[config.mk]
export PLATFORM = sky130hd
export DESIGN_NAME = fbscfg_top
export DESIGN_NICKNAME = d
export VERILOG_FILES = /design/src/fbscfg_pkg.sv /design/src/fbscfg_tick.sv /design/src/fbscfg_top.sv
export VERILOG_INCLUDE_DIRS = /design/src
export SDC_FILE = /design/constraint.sdc
export NUM_CORES = 1
export LEC_CHECK = 0
export BUFFER_PORTS_ARGS = -buffer_cell sky130_fd_sc_hd__buf_2
export CORE_MARGIN = 2
export CORE_UTILIZATION = 48
export CTS_CLUSTER_DIAMETER = 120
export CTS_CLUSTER_SIZE = 20
export DETAILED_ROUTE_END_ITERATION = 10
export PLACE_DENSITY_LB_ADDON = 0.1
export SYNTH_ARGS = -nofsm -noshare
export SYNTH_HDL_FRONTEND = slang
export SYNTH_HIERARCHICAL = 1
export SYNTH_SLANG_ARGS = --single-unit
[constraint.sdc]
create_clock -name i_sys_clk -period 4.64 [get_ports i_sys_clk]
set_input_delay 1.16 -clock i_sys_clk [delete_from_list [all_inputs] [get_ports i_sys_clk]]
set_output_delay 1.16 -clock i_sys_clk [all_outputs]
set_load 0.02 [all_outputs]
[src/fbscfg_cfg.svh]
// Purpose: Constants of the fieldbus slave mode configuration block
// Assumes: 100 MHz system clock, APB byte addressing
// Notes:   Offsets are register indices; byte address is four times the index
`ifndef FBSCFG_CFG_SVH
`define FBSCFG_CFG_SVH

// Register indices and bus widths
`define FBSCFG_IDX_CFG_LOW     8'h06
`define FBSCFG_IDX_CFG_HIGH    8'h07
`define FBSCFG_IDX_MODE_CTRL   8'h08
`define FBSCFG_IDX_STATUS      8'h0A
`define FBSCFG_ADDR_W          8
`define FBSCFG_DATA_W          32

// Configuration reset values and high byte write mask
`define FBSCFG_CFG_LOW_RST     8'h00
`define FBSCFG_CFG_HIGH_RST    8'h00
`define FBSCFG_CFG_HIGH_MASK   8'h7F

// Low byte field positions
`define FBSCFG_B_FREEZE        7
`define FBSCFG_B_SYNC          6
`define FBSCFG_B_EARLY_RDY     5
`define FBSCFG_B_IRQ_POL       4
`define FBSCFG_B_CLK_SYNC      3
`define FBSCFG_B_WD_SEL        2
`define FBSCFG_B_STOP_OFF      1
`define FBSCFG_B_START_OFF     0

// High byte field positions, counted within the byte
`define FBSCFG_B_REDUND        6
`define FBSCFG_B_FAIL_SAFE     5
`define FBSCFG_B_SPEC_PRM      4
`define FBSCFG_B_EXT_PRM       3
`define FBSCFG_B_USER_SEL      2
`define FBSCFG_B_GAP_SEL       1
`define FBSCFG_B_SLAVE_EN      0

// Mode control bits, write one to act
`define FBSCFG_B_LEAVE_OFL     0
`define FBSCFG_B_EOI           1
`define FBSCFG_B_GO_OFL        2

// Status bits
`define FBSCFG_B_ST_OFFLINE    0
`define FBSCFG_B_ST_IRQ        1
`define FBSCFG_B_ST_GAP        2
`define FBSCFG_B_ST_GO_OFL     3

// Timing
`define FBSCFG_CLK_PERIOD_NS   10
`define FBSCFG_T_1US_NS        1000
`define FBSCFG_T_1MS_NS        1000000
`define FBSCFG_T_10MS_NS       10000000
`define FBSCFG_TICK_W          24

`endif

[src/fbscfg_pkg.sv]
// Purpose: Types of the fieldbus slave mode configuration block
// Assumes: Constants come from fbscfg_cfg.svh
// Notes:   APB request and response travel as packed structs
`include "fbscfg_cfg.svh"

package fbscfg_pkg;

  // APB request from the master
  typedef struct packed {
    logic                        psel;
    logic                        penable;
    logic                        pwrite;
    logic [`FBSCFG_ADDR_W-1:0]   paddr;
    logic [`FBSCFG_DATA_W-1:0]   pwdata;
  } fbscfg_apb_req_t;

  // APB response to the master
  typedef struct packed {
    logic                        pready;
    logic [`FBSCFG_DATA_W-1:0]   prdata;
    logic                        pslverr;
  } fbscfg_apb_rsp_t;

  // Decoded configuration seen by the controller
  typedef struct packed {
    logic freeze_enable;
    logic sync_enable;
    logic early_ready;
    logic irq_active_high;
    logic clock_sync_enable;
    logic watchdog_tick_select;
    logic stop_bit_check_off;
    logic start_bit_check_off;
    logic redundancy_param_cmd_enable;
    logic fail_safe_enable;
    logic special_prm_buf_enable;
    logic ext_prm_sap_enable;
    logic user_tick_select;
    logic irq_gap_time_select;
    logic slave_protocol_enable;
  } fbscfg_mode_t;

  // Register selected by an address
  typedef enum logic [2:0] {
    FBSCFG_SEL_NONE = 3'h0,
    FBSCFG_SEL_LOW  = 3'h1,
    FBSCFG_SEL_HIGH = 3'h2,
    FBSCFG_SEL_CTRL = 3'h3,
    FBSCFG_SEL_STAT = 3'h4
  } fbscfg_sel_t;

  // Controller operating state
  typedef enum logic [1:0] {
    FBSCFG_ST_OFFLINE = 2'b00,
    FBSCFG_ST_ONLINE  = 2'b01
  } fbscfg_state_t;

endpackage

[src/fbscfg_tick.sv]
// Purpose: Periodic tick generator for the watchdog and user time bases
// Assumes: Period is at least two cycles
// Notes:   Counter restarts whenever the tick is disabled
`timescale 1ns/1ps
`include "fbscfg_cfg.svh"

module fbscfg_tick (
  input  wire logic                      i_sys_clk,
  input  wire logic                      i_sys_rst,
  input  wire logic                      i_enable,
  input  wire logic [`FBSCFG_TICK_W-1:0] i_period,
  output logic                           o_tick
);

  logic [`FBSCFG_TICK_W-1:0] count_ff;
  logic                      tick_ff;

  // Count up to the period; the period is compared every cycle, so a new one takes hold at once
  always_ff @(posedge i_sys_clk or posedge i_sys_rst)
  begin
    if (i_sys_rst)
    begin
      count_ff <= '0;
      tick_ff  <= 1'b0;
    end
    else if (!i_enable)
    begin
      count_ff <= '0;
      tick_ff  <= 1'b0;
    end
    else if (count_ff >= i_period - `FBSCFG_TICK_W'(1))
    begin
      count_ff <= '0;
      tick_ff  <= 1'b1;
    end
    else
    begin
      count_ff <= count_ff + `FBSCFG_TICK_W'(1);
      tick_ff  <= 1'b0;
    end
  end

  assign o_tick = tick_ff;

endmodule

[src/fbscfg_top.sv]
// Purpose: Configuration register of a fieldbus slave controller over APB
// Assumes: Request, telegram and busy inputs come from logic on i_sys_clk
// Notes:   Zero wait state slave; read data is captured in the setup cycle
//
// The implementer's own choice: the APB slave port.
`timescale 1ns/1ps
`include "fbscfg_cfg.svh"

module fbscfg_top #(
  parameter int unsigned P_CYC_1MS  = `FBSCFG_T_1MS_NS / `FBSCFG_CLK_PERIOD_NS,
  parameter int unsigned P_CYC_10MS = `FBSCFG_T_10MS_NS / `FBSCFG_CLK_PERIOD_NS
) (
  input  wire logic                    i_sys_clk,
  input  wire logic                    i_sys_rst,
  input  wire fbscfg_pkg::fbscfg_apb_req_t i_apb,
  output fbscfg_pkg::fbscfg_apb_rsp_t  o_apb,
  input  wire logic                    i_irq_request,
  input  wire logic                    i_request_busy,
  input  wire logic                    i_prm_update,
  input  wire logic                    i_prm_stop_off,
  input  wire logic                    i_prm_start_off,
  input  wire logic                    i_data_exchange_state,
  input  wire logic                    i_zero_len_telegram,
  output fbscfg_pkg::fbscfg_mode_t     o_mode,
  output logic                         o_offline,
  output logic                         o_timers_start,
  output logic                         o_end_of_irq,
  output logic                         o_zero_len_accept,
  output logic                         o_irq_pin,
  output logic                         o_wd_tick,
  output logic                         o_user_tick
);

  import fbscfg_pkg::*;

  // Least time, so the gap rounds up to whole cycles
  localparam int unsigned C_GAP_US_CYC =
    (`FBSCFG_T_1US_NS + `FBSCFG_CLK_PERIOD_NS - 1) / `FBSCFG_CLK_PERIOD_NS;
  localparam int C_GAP_US_TAIL = int'(C_GAP_US_CYC) - 8;  // Gap left after eight quiet cycles

  logic [7:0]               cfg_low_ff;
  logic [7:0]               cfg_high_ff;
  logic [7:0]               nxt_cfg_low;
  logic [7:0]               nxt_cfg_high;
  fbscfg_state_t            state_ff;
  fbscfg_state_t            nxt_state;
  logic                     go_offline_ff;
  logic                     timers_start_ff;
  logic                     eoi_ff;
  logic [`FBSCFG_TICK_W-1:0] gap_cnt_ff;
  logic                     gap_active;
  logic                     irq_act_ff;
  logic [`FBSCFG_DATA_W-1:0] prdata_ff;
  fbscfg_sel_t              sel;
  logic                     wr_en;
  logic                     setup;
  logic                     wr_low;
  logic                     wr_high;
  logic                     wr_ctrl;
  logic                     leave_w;
  logic                     eoi_w;
  logic                     go_ofl_w;
  logic                     offline;
  logic [`FBSCFG_TICK_W-1:0] wd_period;
  logic [`FBSCFG_TICK_W-1:0] user_period;

  // Address decode, shared by the read path and the write path
  function automatic fbscfg_sel_t decode(input logic [`FBSCFG_ADDR_W-1:0] addr);
    logic [`FBSCFG_ADDR_W-1:0] idx;
    idx = {2'h0, addr[`FBSCFG_ADDR_W-1:2]};
    if (addr[1:0] != 2'h0)
      decode = FBSCFG_SEL_NONE;
    else if (idx == `FBSCFG_IDX_CFG_LOW)
      decode = FBSCFG_SEL_LOW;
    else if (idx == `FBSCFG_IDX_CFG_HIGH)
      decode = FBSCFG_SEL_HIGH;
    else if (idx == `FBSCFG_IDX_MODE_CTRL)
      decode = FBSCFG_SEL_CTRL;
    else if (idx == `FBSCFG_IDX_STATUS)
      decode = FBSCFG_SEL_STAT;
    else
      decode = FBSCFG_SEL_NONE;
  endfunction

  // Bus phases; the slave never inserts wait states
  assign sel      = decode(i_apb.paddr);
  assign setup    = i_apb.psel & ~i_apb.penable;
  assign wr_en    = i_apb.psel & i_apb.penable & i_apb.pwrite;
  assign offline  = (state_ff == FBSCFG_ST_OFFLINE);
  assign wr_low   = wr_en & (sel == FBSCFG_SEL_LOW) & offline;
  assign wr_high  = wr_en & (sel == FBSCFG_SEL_HIGH) & offline;
  assign wr_ctrl  = wr_en & (sel == FBSCFG_SEL_CTRL);
  assign leave_w  = wr_ctrl & i_apb.pwdata[`FBSCFG_B_LEAVE_OFL];
  assign eoi_w    = wr_ctrl & i_apb.pwdata[`FBSCFG_B_EOI];
  assign go_ofl_w = wr_ctrl & i_apb.pwdata[`FBSCFG_B_GO_OFL];

  // Response; an unmapped address answers with an error
  assign o_apb.pready  = 1'b1;
  assign o_apb.prdata  = prdata_ff;
  assign o_apb.pslverr = i_apb.psel & i_apb.penable & (sel == FBSCFG_SEL_NONE);

  // Next configuration; a telegram beats a host write in the same cycle
  always_comb
  begin
    nxt_cfg_low  = cfg_low_ff;
    nxt_cfg_high = cfg_high_ff;
    if (wr_low)
      nxt_cfg_low = i_apb.pwdata[7:0];
    if (wr_high)
      nxt_cfg_high = i_apb.pwdata[7:0] & `FBSCFG_CFG_HIGH_MASK;
    if (i_prm_update && cfg_high_ff[`FBSCFG_B_SLAVE_EN])
    begin
      nxt_cfg_low[`FBSCFG_B_STOP_OFF]  = i_prm_stop_off;
      nxt_cfg_low[`FBSCFG_B_START_OFF] = i_prm_start_off;
    end
  end

  // Configuration storage, cleared at reset
  always_ff @(posedge i_sys_clk or posedge i_sys_rst)
  begin
    if (i_sys_rst)
    begin
      cfg_low_ff  <= `FBSCFG_CFG_LOW_RST;
      cfg_high_ff <= `FBSCFG_CFG_HIGH_RST;
    end
    else
    begin
      cfg_low_ff  <= nxt_cfg_low;
      cfg_high_ff <= nxt_cfg_high;
    end
  end

  // Offline and online; going offline waits for the running request
  always_comb
  begin
    nxt_state = state_ff;
    case (state_ff)
      FBSCFG_ST_OFFLINE:
        if (leave_w)
          nxt_state = FBSCFG_ST_ONLINE;
      FBSCFG_ST_ONLINE:
        if (go_offline_ff && !leave_w && !i_request_busy)
          nxt_state = FBSCFG_ST_OFFLINE;
      default:
        nxt_state = FBSCFG_ST_OFFLINE;
    endcase
  end

  always_ff @(posedge i_sys_clk or posedge i_sys_rst)
  begin
    if (i_sys_rst)
      state_ff <= FBSCFG_ST_OFFLINE;
    else
      state_ff <= nxt_state;
  end

  // Go-offline request; the leave request clears it and wins a tie
  always_ff @(posedge i_sys_clk or posedge i_sys_rst)
  begin
    if (i_sys_rst)
      go_offline_ff <= 1'b0;
    else if (leave_w)
      go_offline_ff <= 1'b0;
    else if (go_ofl_w && !offline)
      go_offline_ff <= 1'b1;
    else if (!i_request_busy)
      go_offline_ff <= 1'b0;
  end

  // Timer start pulse on leaving offline
  always_ff @(posedge i_sys_clk or posedge i_sys_rst)
  begin
    if (i_sys_rst)
      timers_start_ff <= 1'b0;
    else
      timers_start_ff <= leave_w & offline;
  end

  // END_OF_IRQ is only registered as a one-cycle pulse, so it reads back as zero
  always_ff @(posedge i_sys_clk or posedge i_sys_rst)
  begin
    if (i_sys_rst)
      eoi_ff <= 1'b0;
    else
      eoi_ff <= eoi_w;
  end

  // Interrupt gap timer, loaded on END_OF_IRQ with the selected least time
  always_ff @(posedge i_sys_clk or posedge i_sys_rst)
  begin
    if (i_sys_rst)
      gap_cnt_ff <= '0;
    else if (eoi_w && cfg_high_ff[`FBSCFG_B_GAP_SEL])
      gap_cnt_ff <= `FBSCFG_TICK_W'(P_CYC_1MS);
    else if (eoi_w)
      gap_cnt_ff <= `FBSCFG_TICK_W'(C_GAP_US_CYC);
    else if (gap_cnt_ff != '0)
      gap_cnt_ff <= gap_cnt_ff - `FBSCFG_TICK_W'(1);
  end

  assign gap_active = (gap_cnt_ff != '0);

  // Interrupt level; a request during the gap waits until it ends
  always_ff @(posedge i_sys_clk or posedge i_sys_rst)
  begin
    if (i_sys_rst)
      irq_act_ff <= 1'b0;
    else
      irq_act_ff <= i_irq_request & ~eoi_w & ~gap_active;
  end

  // Pin level follows the polarity bit
  assign o_irq_pin = cfg_low_ff[`FBSCFG_B_IRQ_POL] ? irq_act_ff : ~irq_act_ff;

  // Read data captured in the setup cycle so it stands through access
  always_ff @(posedge i_sys_clk or posedge i_sys_rst)
  begin
    if (i_sys_rst)
      prdata_ff <= '0;
    else if (setup)
    begin
      case (sel)
        FBSCFG_SEL_LOW:  prdata_ff <= {24'h000000, cfg_low_ff};
        FBSCFG_SEL_HIGH: prdata_ff <= {24'h000000, cfg_high_ff};
        FBSCFG_SEL_CTRL: prdata_ff <= {29'h0, go_offline_ff, 2'h0};
        FBSCFG_SEL_STAT: prdata_ff <= {28'h0000000, go_offline_ff, gap_active,
                                       irq_act_ff, offline};
        default:         prdata_ff <= '0;
      endcase
    end
  end

  // Decoded mode bits straight from the configuration flops
  assign o_mode.freeze_enable               = cfg_low_ff[`FBSCFG_B_FREEZE];
  assign o_mode.sync_enable                 = cfg_low_ff[`FBSCFG_B_SYNC];
  assign o_mode.early_ready                 = cfg_low_ff[`FBSCFG_B_EARLY_RDY];
  assign o_mode.irq_active_high             = cfg_low_ff[`FBSCFG_B_IRQ_POL];
  assign o_mode.clock_sync_enable           = cfg_low_ff[`FBSCFG_B_CLK_SYNC];
  assign o_mode.watchdog_tick_select        = cfg_low_ff[`FBSCFG_B_WD_SEL];
  assign o_mode.stop_bit_check_off          = cfg_low_ff[`FBSCFG_B_STOP_OFF];
  assign o_mode.start_bit_check_off         = cfg_low_ff[`FBSCFG_B_START_OFF];
  assign o_mode.redundancy_param_cmd_enable = cfg_high_ff[`FBSCFG_B_REDUND];
  assign o_mode.fail_safe_enable            = cfg_high_ff[`FBSCFG_B_FAIL_SAFE];
  assign o_mode.special_prm_buf_enable      = cfg_high_ff[`FBSCFG_B_SPEC_PRM];
  assign o_mode.ext_prm_sap_enable          = cfg_high_ff[`FBSCFG_B_EXT_PRM];
  assign o_mode.user_tick_select            = cfg_high_ff[`FBSCFG_B_USER_SEL];
  assign o_mode.irq_gap_time_select         = cfg_high_ff[`FBSCFG_B_GAP_SEL];
  assign o_mode.slave_protocol_enable       = cfg_high_ff[`FBSCFG_B_SLAVE_EN];

  // Zero length data telegrams pass only in fail-safe data exchange
  assign o_zero_len_accept = cfg_high_ff[`FBSCFG_B_FAIL_SAFE] & i_data_exchange_state &
                             i_zero_len_telegram & ~offline;

  assign o_offline      = offline;
  assign o_timers_start = timers_start_ff;
  assign o_end_of_irq   = eoi_ff;

  // Time base periods; ticks run only while online
  assign wd_period   = cfg_low_ff[`FBSCFG_B_WD_SEL] ? `FBSCFG_TICK_W'(P_CYC_1MS)
                                                    : `FBSCFG_TICK_W'(P_CYC_10MS);
  assign user_period = cfg_high_ff[`FBSCFG_B_USER_SEL] ? `FBSCFG_TICK_W'(P_CYC_10MS)
                                                       : `FBSCFG_TICK_W'(P_CYC_1MS);

  fbscfg_tick u_wd_tick (
    .i_sys_clk (i_sys_clk),
    .i_sys_rst (i_sys_rst),
    .i_enable  (~offline),
    .i_period  (wd_period),
    .o_tick    (o_wd_tick)
  );

  fbscfg_tick u_user_tick (
    .i_sys_clk (i_sys_clk),
    .i_sys_rst (i_sys_rst),
    .i_enable  (~offline),
    .i_period  (user_period),
    .o_tick    (o_user_tick)
  );
endmodule

# [Word level (Yosys, flattened, before mapping)]
# Index checks and enable logic that the tools add are counted.
[op_classes] n_addsub=5 mul=0 div_mod_pow=0 magnitude_cmp=2 n_eq_ne=12 n_shift=0 muxes=28 n_bitwise=23 reduce_logical=15
[op_table] operator="24-bit 2-to-1 mux" count=7
[op_table] operator="24-bit by 1-bit adder with 24-bit output (second input constant)" count=2
[op_table] operator="24-bit greater-or-equal comparator" count=2
[op_table] operator="20-bit by 1-bit subtractor with 21-bit output (second input constant)" count=2
[op_table] operator="20-bit 2-to-1 mux" count=2
[op_table] operator="8-bit case mux with 4 select lines" count=1
[op_table] operator="24-bit nonzero test" count=1
[op_table] operator="24-bit by 1-bit subtractor with 24-bit output (second input constant)" count=1
[op_table] operator="1-bit AND" count=18
[op_table] operator="3-bit 2-to-1 mux" count=5
[op_table] operator="6-bit by 3-bit equality test with 1-bit output (second input constant)" count=2
[op_table] operator="6-bit by 4-bit equality test with 1-bit output (second input constant)" count=2
[op_table] operator="1-bit 2-to-1 mux" count=8
[op_table] operator="2-bit 2-to-1 mux" count=4
[op_table] operator="3-bit by 2-bit equality test with 1-bit output (second input constant)" count=2
[op_table] operator="1-bit logical AND" count=5
[op_table] operator="1-bit inverter" count=5
[op_table] operator="2-bit != test (second input constant)" count=2
[op_table] operator="2-bit case mux with 2 select lines" count=1
[op_table] operator="2-bit nonzero test" count=2
[op_table] operator="3-bit by 1-bit equality test with 1-bit output (second input constant)" count=1
[op_table] operator="3-bit equality test (second input constant)" count=1
[op_table] operator="1-bit logical NOT" count=3
[op_table] operator="3-bit logical NOT" count=1
[op_table] operator="5 further kinds" count=5
[word_totals] reg_bits=127 latchBits=0 ramBits=0 rom_bits=0 inputBits=52 out_inout_bits=56 memories=0

# [Logic depth before layout (Yosys ltp)]
# Gate-level depths: netlist of run 1.
[logic_depth] depth_word=14 ltp_mapped=14 ltp_nobuf=13

# [Hierarchy]
# Netlist of run 1, hierarchy kept.
[modules_own_cells] mod="fbscfg_top" instances=1 cells_per_inst=298 area_per_inst_um2=2989.1 seq_area_each_um2=1301.2
[modules_own_cells] mod="fbscfg_tick at u_user_tick" instances=1 cells_per_inst=236 area_per_inst_um2=2128.3 seq_area_each_um2=625.6
[modules_own_cells] mod="fbscfg_tick at u_wd_tick" instances=1 cells_per_inst=235 area_per_inst_um2=2069.5 seq_area_each_um2=625.6

# [Least setup slack after synthesis of run 1]
# OpenSTA, ideal clock, no wires.
[synth_timing] path_type="input to output" from="input i_apb[34] in the netlist's numbering" to="output o_apb[0] in the netlist's numbering" arrival_ns=2.227 required_ns=3.480 path_slack_ns=1.253 stages=4 n_path_buf=1 path_cell_list="clkbuf_1 > nor3b_1 > o21ai_0 > and3_1"
[synth_rtl] element="start: declaration" line="fbscfg_top.sv:15" source="input wire fbscfg_pkg::fbscfg_apb_req_t i_apb,"
[synth_rtl] element="end: declaration" line="fbscfg_top.sv:16" source="output fbscfg_pkg::fbscfg_apb_rsp_t o_apb,"

==> results of run 1 <==
## worst max-delay path, cell delays in order
cell and delay, ns:
buf_2 0.11, nor4_4 0.46, o21ai_0 0.16, and3_1 0.21, buf_2 0.15
## per-layer routing
layer  global-route usage  vias to the layer above
met4               0.0511                        0
met3               0.0337                       15
met2                0.342                      114
met5                    0                        -
met1                0.300                     2812
li1                     -                     2959
## sequential cells by signal, indices dropped and copies added (netlist names)
signal and count:
irq_act_ff 1, prdata_ff 8, u_user_tick/count_ff 24, gap_cnt_ff 24
u_wd_tick/o_tick 1, state_ff 1, cfg_high_ff 7, cfg_low_ff 8
go_offline_ff 1, o_timers_start 1, o_end_of_irq 1, u_wd_tick/count_ff 24
u_user_tick/o_tick 1
## final timing paths
path,from,cells after the start,slack [ns],to
min in group asynchronous,i_sys_rst,2,1.05,u_wd_tick/count_ff[20]$_DFF_PP0_
setup reg to reg,cfg_high_ff[2]$_DFFE_PP0P_,12,1.23,u_user_tick/count_ff[18]$_DFF_PP0_
max in group asynchronous,i_sys_rst,2,2.88,gap_cnt_ff[14]$_DFFE_PP0P_
hold reg to reg,prdata_ff[7]$_DFFE_PP0P_,2,0.48,prdata_ff[7]$_DFFE_PP0P_
setup / recovery,i_apb[39],5,1.23,o_apb[0]
hold / removal,prdata_ff[7]$_DFFE_PP0P_,2,0.48,prdata_ff[7]$_DFFE_PP0P_
## cells in the mapped netlist (10+ instances only)
library cell,count
inv_1,29
nand2_1,50
and3_1,10
mux2_2,14
nor2_1,82
nand4_1,28
ha_1,54
nor3_1,21
o21ai_0,26
xor2_1,43
a21oi_1,28
nor4_1,22
nand2b_1,11
clkbuf_1,11
nand3_1,24
xnor2_1,51
buf_4,27
dfrtp_1,102
## through the flow
step	instance area, sq um	worst slack, ns	hold slack, ns	total power, uW	instances
after global routing	8220	0.907	0.510	2560	1114
final	8220	1.23	0.477	2400	1114
after CTS	8220	1.21	0.481	2410	1113
after detailed placement	7940	1.23	0.466	1700	1097
after floorplan	7640	1.25	0.468	1580	889
after global placement	7940	1.23	0.452	1660	1097
## cell families (layout without fill, tap and decap cells)
kind of cell / after synthesis / count (layout)
other: 2 / 123
muxes: 23 / 23
and+or+nand+nor: 315 / 315
adders and majority gates: 54 / 54
AOI/OAI and AO/OA: 106 / 106
DFF: 102 / 102
buffers and inverters: 73 / 113
xor gates and xnor gates: 94 / 94
## final cells by class
type                       instances  share of cell area
inverter                          29              0.0132
tap                              184              0.0280
sequential                       102               0.310
multi-input combinational        714               0.570
antenna                            1            0.000304
clock buffer                      11              0.0295
clock inverter                     5             0.00426
timing repair buffer              68              0.0444
## where the power goes
| group | switching [uW] | internal [uW] | leakage [uW] |
|---|---|---|---|
| clock network | 326 | 379 | 0.000135 |
| registers | 167 | 999 | 0.00133 |
| logic | 291 | 235 | 0.00232 |
| total | 784 | 1610 | 0.00378 |
==> out/results.txt, run 1 <==
Status: completed
Critical path type: in -> out
Yosys top cell area share: 0.355
Fin util: 0.564
Via count: 5900
Multi-input gate area: 0.00469 sq mm
DR WL met2: 7800 microns
Root Buffer: clkbuf_16
Layout cell share with drive strength beyond 1: 0.130
Global Route Usage Sum: 0.212
Area contributors post-synth: dfrtp_1 36%, ha_1 9.4%, xnor2_1 6.2%
Final Critical Period: 3.41 ns
Synth Area in Compound Gates: 0.0984
Peak supply drop: 0.211 mV
CTS Hold Buffers Added: 0
Routed Antenna Nets: 0
Req. time, crit path: 3.48 ns
Die boundary height: 126 microns
Relative slew slack: 0.199
Net total in the final layout: 1030
Max H-tree Level: 3
CP arrival: 2.25 ns
Hpwl dp: 12300 microns
Unrepaired setup endpoints after global routing: false
Total setup buffers inserted after CTS: 0
Rows: 44
Largest area contributor in the netlist: dfrtp_1
Synth Instances: 769
DRT iter0 DRCs: 406
Reg area: 0.00255 sq mm
Fillers: 1319
Largest family of logic cells by synthesized area: simple AND/OR/NAND/NOR gates
Vias in the first global route: 5753
Flops & latches, synth: 102
Worst-skew pair later-pin latency: 0.35 ns
I/O Buffers: 58
Post-synth ARST share: 1.00
Wire per inst: 14.4 microns
Routed WL: 16100 microns
Highest Signal Layer: met4
WL met3: 573 microns
Vias/cell: 5.30
Leakage power: 0.00378 uW
Synthesized area per cell: 9.35 sq um
Simple-gate portion of the synthesized area: 0.247
Worst setup EP type: primary output
Initial core utilization: 0.493
Final period util: 0.736
Commonest cells after routing, fill and taps aside: 122 x conb_1, 102 x dfrtp_1, 82 x nor2_1
Worst Tran Pin Value: 1.19 ns
Clock-pin slew on the worst setup and hold paths: 0.07 ns
Largest net degree at the start of global routing: 53
Max-cap viol count: 0
Antenna violations before repair: 1
Chip width: 126 microns
Drt drc: 0
Most common cell after layout, fill and taps aside: conb_1
CP Launch Type: primary input
Portion of netlist area occupied by mux cells: 0.0345
Final Hold Fails: 0
Slew Viols, Final: 0
Drt pass-1 iters: 5
Post-synthesis adder-cell area fraction: 0.0940
Synth Flop Type: dfrtp_1
Routability cong.: 0.841
CTS sink count: 102
Register area share after synthesis: 0.355
Critical path fanouts, max: 9
Wl on met1: 7560 microns
Cts repair resizes: 0
First-pass GRT wire length: 27900 microns
Clk buf depth: 2
CTS tree: done
Fmax: 293 MHz
Die area: 0.0160 sq mm
Core area: 0.0146 sq mm
Total number of yosys warnings: 6
Synth Cell Area: 0.00719 sq mm
Synth cell types: 71
Setup Skew: 0.00636 ns
Xor/xnor share of the synthesized area: 0.115
Global route overflow: 0
CTS Buf Count: 9
Number of flops mapped to enable cells by yosys: 0
Power Density: 292 mW/mm^2
Boundary Pins: 108
Setup-failing EPs final: 0
Setup TNS: 0 ns
HP Class: reg -> reg
Area added between synthesis and finish: 14.4%
No activity file was read; power rests on OpenSTA's default activity.
==> inputs of run 2 (changes only) <==
--- a/config.mk
+++ b/config.mk
@@ -6,6 +6,7 @@
 export SDC_FILE = /design/constraint.sdc
 export NUM_CORES = 1
 export LEC_CHECK = 0
+export ABC_AREA = 1
 export BUFFER_PORTS_ARGS = -buffer_cell sky130_fd_sc_hd__buf_2
 export CORE_MARGIN = 2
 export CORE_UTILIZATION = 48
==> constraint.sdc (replaced) <==
create_clock -name i_sys_clk -period 3 [get_ports i_sys_clk]
set_input_delay 0.75 -clock i_sys_clk [delete_from_list [all_inputs] [get_ports i_sys_clk]]
set_output_delay 0.75 -clock i_sys_clk [all_outputs]
set_load 0.02 [all_outputs]
==> run 2 against run 1 <==
Net effect: combinational power up 81%; non-clock buffer count grew 3; highest routed layer unchanged; critical endpoint unchanged; core utilization shrank 0.68 points; synthesized area is 19% higher; routed wire length up 24%.
==> out/results.txt, run 2 <==
Wire per inst: 12.3 microns (was 14.4 microns)
Post-route insts no fill: 1623 (was 1114)
Layout cell share with drive strength beyond 1: 0.122 (was 0.130)
Worst Tran Pin Value: 0.590 ns (was 1.19 ns)
Yosys top cell area share: 0.298 (was 0.355)
Max-cap viol count: 0 (unchanged)
CP Launch Type: primary input (unchanged)
Reg2Reg Depth: 16 (was 12)
Register area share after synthesis: 0.298 (was 0.355)
Boundary Pins: 108 (unchanged)
Final period util: 0.945
Routability cong.: 0.872 (was 0.841)
Fillers: 1781 (was 1319)
Synthesized area per cell: 6.89 sq um (was 9.35 sq um)
Vias/cell: 4.77 (was 5.30)
Global route overflow: 0 (unchanged)
Relative slew slack: 0.606 (was 0.199)
Antenna violations before repair: 0 (was 1)
Hold_ws: 0.282 ns (was 0.477 ns)
Largest area contributor in the netlist: dfrtp_1 (unchanged)
Max H-tree Level: 3 (unchanged)
Status: completed (unchanged)
I/O Buffers: 58 (unchanged)
Leakage power: 0.00510 uW (was 0.00378 uW)
Critical path fanouts, max: 9 (unchanged)
Die area: 0.0189 sq mm (was 0.0160 sq mm)
HP Class: in -> async (was reg -> reg)
Synth Cell Area: 0.00857 sq mm (was 0.00719 sq mm)
Routed Antenna Nets: 0 (unchanged)
Unrepaired setup endpoints after global routing: false (unchanged)
CTS Buf Count: 9 (unchanged)
Peak supply drop: 0.396 mV (was 0.211 mV)
Rows: 48 (was 44)
Core area: 0.0174 sq mm (was 0.0146 sq mm)
Total setup buffers inserted after CTS: 0 (unchanged)
Most common cell after layout, fill and taps aside: nand2_1 (was conb_1)
Clock-pin slew on the worst setup and hold paths: 0.08 ns (was 0.07 ns)
Commonest cells after routing, fill and taps aside: 327 x nand2_1, 237 x nor2_1, 126 x inv_1 (was 122 x conb_1, 102 x dfrtp_1, 82 x nor2_1)
Area added between synthesis and finish: 12.7% (was 14.4%)
Drt drc: 0 (unchanged)
Area contributors post-synth: dfrtp_1 30%, nand2_1 14%, nor2_1 10% (was dfrtp_1 36%, ha_1 9.4%, xnor2_1 6.2%)
Setup-failing EPs final: 0 (unchanged)
Synth Instances: 1245 (was 769)
Cts repair resizes: 0 (unchanged)
Synth cell types: 45 (was 71)
Total number of yosys warnings: 6 (unchanged)
Worst setup EP type: primary output (unchanged)
Clk buf depth: 2 (unchanged)
Top-count cell post-synth: nand2_1 (was dfrtp_1)
CTS sink count: 102 (unchanged)
DRT iter0 DRCs: 361 (was 406)
Regs by FF count: gap_cnt_ff: 24 flops, u_user_tick/count_ff: 24 flops, u_wd_tick/count_ff: 24 flops (unchanged)
Via count: 7740 (was 5900)
Chip width: 138 microns (was 126 microns)
Setup TNS: 0 ns (unchanged)
Most instantiated cells after synthesis: 327 x nand2_1, 237 x nor2_1, 127 x inv_1 (was 102 x dfrtp_1, 82 x nor2_1, 54 x ha_1)
Drt pass-1 iters: 5 (unchanged)
Routed WL: 19900 microns (was 16100 microns)
Die boundary height: 138 microns (was 126 microns)
Fmax: 353 MHz
Root Buffer: clkbuf_16 (unchanged)
CTS Hold Buffers Added: 0 (unchanged)
Global Route Usage Sum: 0.224 (was 0.212)
Initial core utilization: 0.494 (was 0.493)
Req. time, crit path: 2.25 ns (was 3.48 ns)
Largest net degree at the start of global routing: 42 (was 53)
Flops & latches, synth: 102 (unchanged)
Final Hold Fails: 0 (unchanged)
Final Critical Period: 2.84 ns
Antenna diodes: 0 (was 1)
Setup Skew: 0.00895 ns (was 0.00636 ns)
Slew Viols, Final: 0 (unchanged)
Hpwl dp: 15800 microns (was 12300 microns)
CTS tree: done (unchanged)
Placed Cells: 1607 (was 1097)
Power Density: 403 mW/mm^2 (was 292 mW/mm^2)
CP arrival: 2.09 ns (was 2.25 ns)
Number of flops mapped to enable cells by yosys: 0 (unchanged)
Net total in the final layout: 1499 (was 1030)
Worst-skew pair later-pin latency: 0.35 ns (about the same)
Post-synth ARST share: 1.00 (unchanged)
Critical path type: in -> out (unchanged)
Synth Flop Type: dfrtp_1 (unchanged)
First-pass GRT wire length: 33500 microns (was 27900 microns)
Vias in the first global route: 7050 (was 5753)
[run 2: changes by cell type after synthesis, moves of 14 or more]
cell / before / now
nor2_1: 82 / 237
nor3_1: 21 / 7
nor4_1: 22 / 3
xnor2_1: 51 / 28
nand3_1: 24 / 116
mux2_2: 14 / 0
inv_1: 29 / 127
nor2_2: 0 / 16
nand2_1: 50 / 327
[run 2: cell type report]
| class | count | area, sq um | area share |
|---|---|---|---|
| timing repair buffer | 71 | 388 | 0.0401 |
| clock inverter | 6 | 76.3 | 0.00790 |
| inverter | 141 | 534 | 0.0553 |
| multi-input combinational | 1068 | 5600 | 0.580 |
| clock buffer | 10 | 229 | 0.0237 |
| sequential | 102 | 2550 | 0.264 |
| tap | 225 | 282 | 0.0291 |
[run 2: report_power, final]
part           internal (uW)  leakage (uW)  switching (uW)
Sequential              1540       0.00138             167
Clock                    665      0.000150             572
Combinational            357       0.00357             595
[run 2: path summary, 6_finish.rpt]
| kind | slack [ns] | from | to |
|---|---|---|---|
| worst max-delay path | 0.16 | i_apb[35] | o_apb[0] |
| min in group i_sys_clk | 0.48 | prdata_ff[5]$_DFFE_PP0P_ | prdata_ff[5]$_DFFE_PP0P_ |
| worst min register to register | 0.48 | prdata_ff[5]$_DFFE_PP0P_ | prdata_ff[5]$_DFFE_PP0P_ |
| max in group asynchronous | 1.86 | i_sys_rst | prdata_ff[1]$_DFFE_PP0P_ |
| worst min-delay path | 0.28 | i_sys_rst | u_user_tick/o_tick$_DFF_PP0_ |
| worst max register to register | 0.32 | cfg_low_ff[2]$_DFFE_PP0P_ | u_wd_tick/count_ff[8]$_DFF_PP0_ |
[run 2: stage by stage]
step / setup slack [ns] / area [sq um] / total power (uW) / utilization
3_5_place_dp: 0.191 / 9360 / 2680 / 0.539
5_1_grt: 0.00197 / 9660 / 4150 / 0.557
2_1_floorplan: 0.280 / 8960 / 2490 / -
3_3_place_gp: 0.216 / 9360 / 2660 / 0.539
6_report: 0.164 / 9660 / 3900 / 0.557
4_1_cts: 0.166 / 9660 / 3920 / 0.557
[run 2: cell families after synthesis]
| logic type | after synthesis | synth area share |
|---|---|---|
| buffers and inverters | 178 | 0.0937 |
| AOI/OAI and AO/OA | 68 | 0.0485 |
| DFF | 102 | 0.298 |
| and+or+nand+nor | 781 | 0.419 |
| adders and majority gates | 54 | 0.0788 |
| other | 2 | 0.000876 |
| xor gates and xnor gates | 60 | 0.0613 |
[run 2: per-layer routing]
metal / global-route usage / up-vias / share of wire
li1: - / 4127 / -
met1: 0.303 / 3465 / 0.48
met2: 0.368 / 127 / 0.46
met3: 0.0423 / 21 / 0.041
met4: 0.0550 / 0 / 0.014
met5: 0 / - / 0
[run 2: worst max-delay path, cell delays in order]
cell	delay, ns
buf_2	0.11
inv_1	0.13
nor2_1	0.08
nand3_1	0.11
nand2_2	0.10
nand2_4	0.15
inv_1	0.15
nor4_1	0.27
buf_2	0.23
